File: src/inc/cocr_defines.vh
// Register indices, field masks, bus addresses and reset values.
`ifndef COCR_DEFINES_VH
`define COCR_DEFINES_VH

// Two-wire bus slave addresses, direction bit included.
`define COCR_ADDR_WR      8'h88
`define COCR_ADDR_RD      8'h89

// Register indices.
`define COCR_IDX_BOARD    8'h02
`define COCR_IDX_GENERAL  8'h03
`define COCR_IDX_FAMILY   8'h04
`define COCR_IDX_LEVEL    8'h18
`define COCR_IDX_ICONS    8'h19
`define COCR_IDX_GCTRL    8'h20
`define COCR_IDX_HSTART   8'h21
`define COCR_IDX_VSTART   8'h22
`define COCR_IDX_HSIZE    8'h23
`define COCR_IDX_SRCV     8'h24
`define COCR_IDX_DSTV     8'h25
`define COCR_IDX_VRATIO   8'h26
`define COCR_IDX_HWCFG    8'h41
`define COCR_IDX_RATIO_M  8'h71
`define COCR_IDX_RATIO_N  8'h72

// Writable bit masks; bits outside a mask are reserved.
`define COCR_MASK_GENERAL 8'h19
`define COCR_MASK_LEVEL   8'hF0
`define COCR_MASK_ICONS   8'h7F
`define COCR_MASK_GCTRL   8'h87
`define COCR_MASK_VRATIO  8'hDF
`define COCR_MASK_RATIO   8'h3F

// Field positions.
`define COCR_BIT_PWRDN    0
`define COCR_BIT_BTNDIS   3
`define COCR_BIT_SWCFG    4
`define COCR_BIT_FNICON   1
`define COCR_BIT_MAGEN    7
`define COCR_BIT_PACK     2
`define COCR_BIT_OVRD     7
`define COCR_BIT_DROPEN   4

// Value that hands the board over to software programming.
`define COCR_SW_ENTRY     8'h18

// Reset value of every writable register.
`define COCR_RST_REG      8'h00

`endif

File: src/hdl/cocr_regs.v
// Two-wire bus slave and capture/OSD control register bank.
//
// Behaviour
// RULE_01: Board configuration applies only after 18h enables software mode.
// RULE_02: General control bit 0 set puts the device in power-down.
// RULE_03: General bit 3 disables buttons and gates all software features; code gates only board config, icon enables, bars and zoom.
// RULE_04: General bit 4 selects software board config over hardware straps.
// RULE_05: Host copies hardware config into board config, then writes 18h.
// RULE_06: Index 04h reads a fixed eight-bit family code; writes are ignored.
// RULE_07: Level bits 7:4 give OSD bar count, only while function icons show.
// RULE_08: Icon bits 0 to 3 enable menu, function, left-right, up-down icons.
// RULE_09: Icon status bits 6:4 select the highlighted function icon.
// RULE_10: Graphics control bits 1:0 pick zoom quadrant, used only with zoom.
// RULE_11: Graphics control bit 2 selects 565 or 555 pixel packing.
// RULE_12: Graphics bit 7 enables zoom; host keeps it zero in basic mode.
// RULE_13: Outside zoom, horizontal start adds eight times the signed delta.
// RULE_14: Signed ten-bit vertical delta spans two registers, offsets start.
// RULE_15: Capture width field in units of 16 overrides default if bit 7 set.
// RULE_16: Host keeps capture width within line buffer and divider width.
// RULE_17: Host keeps width times lines times two within field memory.
// RULE_18: Source height in units of 8 overrides detected size if bit 7 set.
// RULE_19: Destination height field in units of 8, enabled by bit 7.
// RULE_20: Line drop code: zero drops none, codes 2 to 14 drop one per code+1.
// RULE_21: Ratio bit 4 selects software line drop code over hardware default.
// RULE_22: Vertical scale ratio is N over M, six bits each.
// RULE_23: Two-wire bus access: write address 88h, read 89h, index, data.
// RULE_24: Reserved bits read as zero and writes to them have no effect.
`timescale 1ns/1ps
`include "cocr_defines.vh"

module cocr_regs #(
  parameter [7:0]  FAMILY_CODE  = 8'hA5, // Arbitrary value.
  parameter [11:0] DEF_HSTART   = 12'h090,
  parameter [9:0]  DEF_VSTART   = 10'h020,
  parameter [10:0] DEF_HSIZE    = 11'h280,
  parameter [9:0]  DEF_DSTV     = 10'h0F0,
  parameter [3:0]  DEF_DROP     = 4'h0
) (
  input  wire        mclk,
  input  wire        reset_n,
  input  wire        scl_in,
  input  wire        sda_in,
  output reg         sda_out,
  output reg         sda_oe,
  input  wire [7:0]  hw_config_pins,
  input  wire [9:0]  detected_src_height,
  output reg         power_off_bit,
  output reg  [7:0]  active_board_config,
  output reg  [3:0]  osd_bar_count,
  output reg         show_menu_icons,
  output reg         show_function_icons,
  output reg         show_left_right_icon,
  output reg         show_up_down_icon,
  output reg  [2:0]  selected_function_icon,
  output reg         magnify_enable,
  output reg  [1:0]  zoom_quadrant,
  output reg         pixel_packing_select,
  output reg  [11:0] capture_hstart,
  output reg  [9:0]  capture_vstart,
  output reg  [10:0] capture_width,
  output reg  [9:0]  source_height,
  output reg  [9:0]  dest_height,
  output reg  [3:0]  line_drop_code,
  output reg  [5:0]  ratio_numerator,
  output reg  [5:0]  ratio_denominator
);

  localparam [2:0] ST_IDLE = 3'd0;
  localparam [2:0] ST_ADDR = 3'd1;
  localparam [2:0] ST_IDX  = 3'd2;
  localparam [2:0] ST_WDAT = 3'd3;
  localparam [2:0] ST_RDAT = 3'd4;

  // Pin synchronisers; the first stage feeds only the second.
  reg        scl_s1_reg;
  reg        scl_s2_reg;
  reg        scl_d_reg;
  reg        sda_s1_reg;
  reg        sda_s2_reg;
  reg        sda_d_reg;
  reg  [7:0] hw_s1_reg;
  reg  [7:0] hw_s2_reg;

  reg  [2:0] state_reg;
  reg  [3:0] bcnt_reg;
  reg  [7:0] shift_reg;
  reg  [7:0] index_reg;
  reg        rd_mode_reg;
  reg        ack_reg;

  reg  [7:0] board_reg;
  reg  [7:0] general_reg;
  reg  [7:0] level_reg;
  reg  [7:0] icons_reg;
  reg  [7:0] gctrl_reg;
  reg  [7:0] hstart_reg;
  reg  [7:0] vstart_reg;
  reg  [7:0] hsize_reg;
  reg  [7:0] srcv_reg;
  reg  [7:0] dstv_reg;
  reg  [7:0] vratio_reg;
  reg  [7:0] ratio_m_reg;
  reg  [7:0] ratio_n_reg;

  reg  [7:0] rdata;
  reg        wr_stb;
  reg  [7:0] wr_data;

  wire scl_rise = scl_s2_reg & ~scl_d_reg;
  wire scl_fall = ~scl_s2_reg & scl_d_reg;
  wire start_c  = scl_s2_reg & scl_d_reg & sda_d_reg & ~sda_s2_reg;
  wire stop_c   = scl_s2_reg & scl_d_reg & ~sda_d_reg & sda_s2_reg;

  always @(posedge mclk or negedge reset_n) begin
    if (!reset_n) begin
      scl_s1_reg <= 1'b1;
      scl_s2_reg <= 1'b1;
      scl_d_reg  <= 1'b1;
      sda_s1_reg <= 1'b1;
      sda_s2_reg <= 1'b1;
      sda_d_reg  <= 1'b1;
      hw_s1_reg  <= 8'h00;
      hw_s2_reg  <= 8'h00;
    end else begin
      scl_s1_reg <= scl_in;
      scl_s2_reg <= scl_s1_reg;
      scl_d_reg  <= scl_s2_reg;
      sda_s1_reg <= sda_in;
      sda_s2_reg <= sda_s1_reg;
      sda_d_reg  <= sda_s2_reg;
      hw_s1_reg  <= hw_config_pins;
      hw_s2_reg  <= hw_s1_reg;
    end
  end

  // Read data; unlisted indices and reserved bits read as zero.
  always @* begin
    case (index_reg)
      `COCR_IDX_BOARD:   rdata = board_reg;
      `COCR_IDX_GENERAL: rdata = general_reg;
      // Fixed family code
      `COCR_IDX_FAMILY:  rdata = FAMILY_CODE;
      `COCR_IDX_LEVEL:   rdata = level_reg;
      `COCR_IDX_ICONS:   rdata = icons_reg;
      `COCR_IDX_GCTRL:   rdata = gctrl_reg;
      `COCR_IDX_HSTART:  rdata = hstart_reg;
      `COCR_IDX_VSTART:  rdata = vstart_reg;
      `COCR_IDX_HSIZE:   rdata = hsize_reg;
      `COCR_IDX_SRCV:    rdata = srcv_reg;
      `COCR_IDX_DSTV:    rdata = dstv_reg;
      `COCR_IDX_VRATIO:  rdata = vratio_reg;
      `COCR_IDX_HWCFG:   rdata = hw_s2_reg;
      `COCR_IDX_RATIO_M: rdata = ratio_m_reg;
      `COCR_IDX_RATIO_N: rdata = ratio_n_reg;
      default:           rdata = 8'h00;
    endcase
  end

  // RULE_23: two-wire slave
  // The slave drives on falling clock edges only, so data is stable
  // long before the host samples it on the next rising edge.
  always @(posedge mclk or negedge reset_n) begin
    if (!reset_n) begin
      state_reg   <= ST_IDLE;
      bcnt_reg    <= 4'h0;
      shift_reg   <= 8'h00;
      index_reg   <= 8'h00;
      rd_mode_reg <= 1'b0;
      ack_reg     <= 1'b0;
      sda_out     <= 1'b0;
      sda_oe      <= 1'b0;
      wr_stb      <= 1'b0;
      wr_data     <= 8'h00;
    end else begin
      wr_stb  <= 1'b0;
      sda_out <= 1'b0;
      if (start_c) begin
        state_reg <= ST_ADDR;
        bcnt_reg  <= 4'h0;
        ack_reg   <= 1'b0;
        sda_oe    <= 1'b0;
      end else if (stop_c) begin
        state_reg <= ST_IDLE;
        ack_reg   <= 1'b0;
        sda_oe    <= 1'b0;
      end else if (state_reg != ST_IDLE) begin
        if (scl_rise) begin
          if (ack_reg) begin
            // A host that does not acknowledge ends the read burst.
            if (state_reg == ST_RDAT && sda_s2_reg) begin
              state_reg <= ST_IDLE;
            end
          end else begin
            if (state_reg != ST_RDAT) begin
              shift_reg <= {shift_reg[6:0], sda_s2_reg};
            end
            bcnt_reg <= bcnt_reg + 4'h1;
          end
        end else if (scl_fall) begin
          if (ack_reg) begin
            ack_reg  <= 1'b0;
            bcnt_reg <= 4'h0;
            if (state_reg == ST_RDAT) begin
              shift_reg <= rdata;
              sda_oe    <= ~rdata[7];
            end else begin
              sda_oe <= 1'b0;
            end
          end else if (bcnt_reg == 4'h8) begin
            ack_reg <= 1'b1;
            case (state_reg)
              ST_ADDR: begin
                if (shift_reg == `COCR_ADDR_WR ||
                    shift_reg == `COCR_ADDR_RD) begin
                  rd_mode_reg <= shift_reg[0];
                  state_reg   <= ST_IDX;
                  sda_oe      <= 1'b1;
                end else begin
                  state_reg <= ST_IDLE;
                  ack_reg   <= 1'b0;
                end
              end
              ST_IDX: begin
                index_reg <= shift_reg;
                state_reg <= rd_mode_reg ? ST_RDAT : ST_WDAT;
                sda_oe    <= 1'b1;
              end
              ST_WDAT: begin
                wr_stb  <= 1'b1;
                wr_data <= shift_reg;
                sda_oe  <= 1'b1;
              end
              ST_RDAT: begin
                // Release the line so the host can answer.
                index_reg <= index_reg + 8'h01;
                sda_oe    <= 1'b0;
              end
              default: begin
                state_reg <= ST_IDLE;
              end
            endcase
          end else if (state_reg == ST_RDAT) begin
            shift_reg <= {shift_reg[6:0], 1'b0};
            sda_oe    <= ~shift_reg[6];
          end
        end else if (wr_stb) begin
          // Index advances on the same clock edge as the write lands.
          index_reg <= index_reg + 8'h01;
        end
      end
    end
  end

  // Register writes; unlisted and read-only indices drop the data.
  always @(posedge mclk or negedge reset_n) begin
    if (!reset_n) begin
      board_reg   <= `COCR_RST_REG;
      general_reg <= `COCR_RST_REG;
      level_reg   <= `COCR_RST_REG;
      icons_reg   <= `COCR_RST_REG;
      gctrl_reg   <= `COCR_RST_REG;
      hstart_reg  <= `COCR_RST_REG;
      vstart_reg  <= `COCR_RST_REG;
      hsize_reg   <= `COCR_RST_REG;
      srcv_reg    <= `COCR_RST_REG;
      dstv_reg    <= `COCR_RST_REG;
      vratio_reg  <= `COCR_RST_REG;
      ratio_m_reg <= `COCR_RST_REG;
      ratio_n_reg <= `COCR_RST_REG;
    end else if (wr_stb) begin
      // RULE_24: reserved bits masked
      case (index_reg)
        `COCR_IDX_BOARD:   board_reg   <= wr_data;
        `COCR_IDX_GENERAL: general_reg <= wr_data & `COCR_MASK_GENERAL;
        `COCR_IDX_LEVEL:   level_reg   <= wr_data & `COCR_MASK_LEVEL;
        `COCR_IDX_ICONS:   icons_reg   <= wr_data & `COCR_MASK_ICONS;
        `COCR_IDX_GCTRL:   gctrl_reg   <= wr_data & `COCR_MASK_GCTRL;
        `COCR_IDX_HSTART:  hstart_reg  <= wr_data;
        `COCR_IDX_VSTART:  vstart_reg  <= wr_data;
        `COCR_IDX_HSIZE:   hsize_reg   <= wr_data;
        `COCR_IDX_SRCV:    srcv_reg    <= wr_data;
        `COCR_IDX_DSTV:    dstv_reg    <= wr_data;
        `COCR_IDX_VRATIO:  vratio_reg  <= wr_data & `COCR_MASK_VRATIO;
        `COCR_IDX_RATIO_M: ratio_m_reg <= wr_data & `COCR_MASK_RATIO;
        `COCR_IDX_RATIO_N: ratio_n_reg <= wr_data & `COCR_MASK_RATIO;
        // RULE_06: family code ignores writes
        default: ;
      endcase
    end
  end

  wire        sw_mode  = general_reg[`COCR_BIT_BTNDIS];
  wire        sw_cfg   = general_reg[`COCR_BIT_SWCFG];
  wire        zoom_on  = sw_mode & gctrl_reg[`COCR_BIT_MAGEN];
  wire [11:0] hdelta   = {hstart_reg[7], hstart_reg, 3'b000};
  wire [9:0]  vdelta   = {vstart_reg, vratio_reg[7:6]};

  // Derived controls are registered so every output is a flip-flop.
  always @(posedge mclk or negedge reset_n) begin
    if (!reset_n) begin
      power_off_bit          <= 1'b0;
      active_board_config    <= 8'h00;
      osd_bar_count          <= 4'h0;
      show_menu_icons        <= 1'b0;
      show_function_icons    <= 1'b0;
      show_left_right_icon   <= 1'b0;
      show_up_down_icon      <= 1'b0;
      selected_function_icon <= 3'h0;
      magnify_enable         <= 1'b0;
      zoom_quadrant          <= 2'h0;
      pixel_packing_select   <= 1'b0;
      capture_hstart         <= 12'h000;
      capture_vstart         <= 10'h000;
      capture_width          <= 11'h000;
      source_height          <= 10'h000;
      dest_height            <= 10'h000;
      line_drop_code         <= 4'h0;
      ratio_numerator        <= 6'h00;
      ratio_denominator      <= 6'h00;
    end else begin
      // RULE_02: power-down bit
      power_off_bit <= general_reg[`COCR_BIT_PWRDN];
      // RULE_01: software config gating
      // RULE_04: software config select
      active_board_config <= (sw_mode & sw_cfg) ? board_reg : hw_s2_reg;
      // RULE_03: features need button disable
      // RULE_08: icon enables
      show_menu_icons      <= sw_mode & icons_reg[0];
      show_function_icons  <= sw_mode & icons_reg[`COCR_BIT_FNICON];
      show_left_right_icon <= sw_mode & icons_reg[2];
      show_up_down_icon    <= sw_mode & icons_reg[3];
      // RULE_09: highlighted icon
      selected_function_icon <= icons_reg[6:4];
      // RULE_07: bar count gated by icons
      osd_bar_count <= (sw_mode & icons_reg[`COCR_BIT_FNICON]) ?
                       level_reg[7:4] : 4'h0;
      // RULE_12: zoom enable
      magnify_enable <= zoom_on;
      // RULE_10: quadrant only while zooming
      zoom_quadrant  <= zoom_on ? gctrl_reg[1:0] : 2'h0;
      // RULE_11: pixel packing select
      pixel_packing_select <= gctrl_reg[`COCR_BIT_PACK];
      // RULE_13: horizontal start offset
      capture_hstart <= zoom_on ? DEF_HSTART : DEF_HSTART + hdelta;
      // RULE_14: ten-bit vertical offset
      capture_vstart <= zoom_on ? DEF_VSTART : DEF_VSTART + vdelta;
      // RULE_15: width override
      capture_width <= hsize_reg[`COCR_BIT_OVRD] ?
                       {hsize_reg[6:0], 4'h0} : DEF_HSIZE;
      // RULE_18: source height override
      source_height <= srcv_reg[`COCR_BIT_OVRD] ?
                       {srcv_reg[6:0], 3'b000} : detected_src_height;
      // RULE_19: destination height enable
      dest_height <= dstv_reg[`COCR_BIT_OVRD] ?
                     {dstv_reg[6:0], 3'b000} : DEF_DSTV;
      // RULE_20: line drop code passed on
      // RULE_21: software ratio select
      line_drop_code <= vratio_reg[`COCR_BIT_DROPEN] ?
                        vratio_reg[3:0] : DEF_DROP;
      // RULE_22: N over M
      ratio_numerator   <= ratio_n_reg[5:0];
      ratio_denominator <= ratio_m_reg[5:0];
    end
  end

endmodule

File: config.mk
export PLATFORM = sky130hd
export DESIGN_NAME = cocr_regs
export DESIGN_NICKNAME = d
export VERILOG_FILES = /design/src/hdl/cocr_regs.v
export VERILOG_INCLUDE_DIRS = /design/src /design/src/inc
export SDC_FILE = /design/constraint.sdc
export NUM_CORES = 1
export LEC_CHECK = 0
export BUFFER_PORTS_ARGS = -buffer_cell sky130_fd_sc_hd__buf_2
export CAP_MARGIN = 20
export CORE_UTILIZATION = 45
export CTS_CLUSTER_DIAMETER = 100
export CTS_CLUSTER_SIZE = 8
export DETAILED_ROUTE_END_ITERATION = 8
export PLACE_DENSITY = 0.71
export SKIP_CTS_REPAIR_TIMING = 1
export SLEW_MARGIN = 20
export SYNTH_ARGS = -nofsm -noshare
export SYNTH_HDL_FRONTEND = slang
export SYNTH_SLANG_ARGS = --single-unit
File: constraint.sdc
create_clock -name mclk -period 6.45 [get_ports mclk]
set_input_delay 0.645 -clock mclk [delete_from_list [all_inputs] [get_ports mclk]]
set_output_delay 0.645 -clock mclk [all_outputs]
set_load 0.005 [all_outputs]
==> reports/summary.log <==
qor: outcome.status completed
qor: sta.finalCriticalPeriod 3.44 ns
qor: global_routing.global_route.usage.met3 4.22%
qor: global_routing.grt.met2_usage 34.6%
qor: critical_path.setup.worst_path.class flip-flop to flip-flop
qor: critical_path.worstPathMaxFanout 18
qor: layout.nNetsFinal 904
qor: detailed_routing.detail_route.vias_per_cell 5.71
qor: global_routing.global_route.peak_usage_layer met2
qor: global_routing.grt_pass1_wl 37300 µm
qor: power_and_ir_drop.power_frac_comb 3.6%
qor: clock_network.cts-root-buf clkbuf_16
qor: detailed_routing.drt_wl_total 24000 µm
qor: layout.antennaDiodeCount 0
qor: clock_network.cts-buffers-inserted 34
qor: global_routing.grt-ovfl-total 0
qor: yosys.post_synth.cell_area_avg 12.6 µm²
qor: global_routing.grt_antenna_before_repair 0
qor: yosys.ys.flop_type dfrtp_1
qor: clock_network.worstSkewPairLatency 0.49 ns
qor: power_and_ir_drop.worst_ir_drop_vdd 0.000199 V
qor: placement.io_buffers 105
qor: clock_network.clock_sink_count 225
qor: sta.report.final.setup_viol 0
qor: clock_network.clk_transition_reported_paths 0.05 ns
qor: sta.slew-limit-headroom 35.1%
qor: layout.final.fill_count 1781
qor: placement.detailedPlacementHpwl 16100 µm
qor: detailed_routing.route.detailed.wl_per_inst 20.8 µm
qor: layout.area.growth.synth_to_final 16.1%
qor: sta.max_slew_violation_count 0
qor: yosys.ys_top_cells_by_area dfrtp_1 (56%), mux2_2 (12%), and2_1 (1.7%)
qor: sta.fin_skew 0.0212 ns
qor: floorplanning.placeableCoreArea 0.0211 mm²
qor: layout.final_common_cell dfrtp_1
qor: sta.setup_repair_after_global_routing_missed_its_margin no
qor: global_routing.largest_net_degree_at_the_start_of_global_routing 86
qor: yosys.synth_area 0.00971 mm²
qor: yosys.ys_seq_elements 225
qor: power_and_ir_drop.power_leakage 5.42 nW
qor: floorplanning.fp-row-count 53
qor: sta.max_freq 291 MHz
qor: power_and_ir_drop.clock_power_share 49.1%
qor: yosys.synth_largest_area_cell dfrtp_1
qor: critical_path.worstPathArrival 3.80 ns
qor: sta.finalSetupTns 0 ns
qor: placement.placedInstanceArea 0.0104 mm²
qor: yosys.synth.yosys.warnings 0
qor: layout.largestRegisters capture_vstart x10, source_height x10, capture_hstart x9
qor: sta.hold_viol_final 0
qor: detailed_routing.first_pass_iters 5
qor: sta.max_slew.worst_pin.slew 0.949 ns
qor: clock_network.tritoncts done
qor: layout.post_route_cells_drive_above_1_share 32.0%
qor: yosys.ys_seq_area_share 58.1%
qor: yosys.yosysTopAreaCellShare 56.4%
qor: floorplanning.dieWidth 149 µm
qor: power_and_ir_drop.sequentialPowerShare 47.3%
qor: placement.routabilityCongestion 0.958
qor: power_and_ir_drop.cellInternalPower 0.00246 W
qor: floorplanning.fp.dieArea 0.0222 mm²
qor: sta.period_share 53.3%
qor: detailed_routing.via_count 6588
qor: layout.multi_input_area 0.00376 mm²
qor: min_path.min_path_type input pin to async pin
qor: yosys.synth.lib_cells_used.distinct 83
qor: floorplanning.floorplan.io_pins 117
qor: job.cap_viol_max_count 0
qor: critical_path.worst_ep_required_time 6.81 ns
qor: detailed_routing.drc_errors 0
qor: global_routing.first_global_vias 6446
qor: layout.most-common-layout-cells dfrtp_1 (219), buf_2 (104), mux2_2 (102)
qor: power_and_ir_drop.power_per_cell_area 279 mW/mm²
qor: clock_network.ctsHtreeMaxLevel 2
qor: critical_path.crit_path_end_kind flip-flop
qor: layout.seq_area 0.00564 mm²
qor: yosys.synth_edf_count 0
qor: yosys.netlist_instances 772
qor: layout.stdcell_area 0.0113 mm²
qor: clock_network.cts.path.max_buffers 3
qor: detailed_routing.drtAntennaViolNets 0
qor: global_routing.grt_total_usage 22.2%
qor: floorplanning.initial_core_util 46.0%
qor: detailed_routing.number_of_drc_violations_after_detailed_routing_iteration_0 535
qor: power_and_ir_drop.netSwitchingFraction 21.8%
qor: global_routing.gr-usage-met1 30.6%
qor: yosys.async_flop_share 100%
qor: power_and_ir_drop.power.net_switching 0.000687 W
qor: floorplanning.dieHeight 149 µm
qor: critical_path.setup.worst_path.start_class flip-flop
==> power by group through the flow <==
stage          logic (W)  clock network, W  registers [W]
3_3_place_gp    0.000114                 0        0.00151
4_1_cts         0.000116           0.00158        0.00149
3_5_place_dp    0.000115                 0        0.00151
2_1_floorplan  0.0000675                 0        0.00149
5_1_grt         0.000131           0.00163        0.00149
6_report        0.000113           0.00154        0.00149
==> cell families (layout without fill, tap and decap cells) <==
family	after synthesis	after routing	synth area share, %
muxes	114	114	13.4
AOI/OAI and AO/OA	131	131	10.0
buffers and inverters	68	164	3.60
other	1	11	0.0386
xor gates and xnor gates	11	11	0.992
adders and majority gates	11	11	1.42
DFF	225	225	58.1
and+or+nand+nor	211	211	12.4
==> cells in the mapped netlist, types with 15 or more instances <==
master	n
clkbuf_1	21
nand3_1	28
mux2_2	102
a21oi_1	23
dfrtp_1	219
nand2b_1	15
o21ai_0	18
nand2_1	33
and2_1	26
nor2_1	43
==> metal layers <==
metal,share of wire (%),up-vias
li1,-,2967
met1,43,3304
met2,47,257
met3,6.7,60
met4,3.1,0
met5,0,-
==> path summary, 6_finish.rpt <==
check                             start               end  slack (ns)  depth (start not counted)
max in group asynchronous       reset_n  zoom_quadrant[1]        4.98                          2
max                        index_reg[0]            sda_oe        3.01                          8
min in group mclk                sda_in        sda_s1_reg        0.25                          1
min reg2reg                hw_s1_reg[2]      hw_s2_reg[2]        0.34                          0
max reg2reg                index_reg[0]            sda_oe        3.01                          8
min                             reset_n       bcnt_reg[0]        0.14                          1
==> worst max-delay path, stage by stage (launching register included) <==
cell       delay, ns
dfrtp_1         0.44
inv_1           0.11
ha_1            0.69
nand2_1         0.28
a211o_1         0.32
a2111oi_0       0.82
a211oi_1        0.26
a21boi_0        0.29
o22ai_1         0.09
==> final cells by class <==
cell class                      count  area share, %
Multi-Input combinational cell    489           33.4
Tap cell                          275           3.05
Inverter                           12          0.400
Sequential cell                   225           50.0
Timing Repair Buffer              109           5.02
Clock buffer                       41           7.97
Clock inverter                      2          0.155
==> through the flow <==
stage          power [W]  std cells  utilization [%]  hold WS [ns]  setup slack, ns
6_report         0.00314       1153             53.4         0.136             3.01
5_1_grt          0.00325       1153             53.4         0.191             2.93
4_1_cts          0.00318       1153             53.4         0.162             3.19
3_5_place_dp     0.00162       1110             49.1         0.335             3.23
3_3_place_gp     0.00162       1110             49.1         0.334             3.22
2_1_floorplan    0.00156        782                -         0.331             4.26
Note: power is estimated with default switching activity, not from simulation.
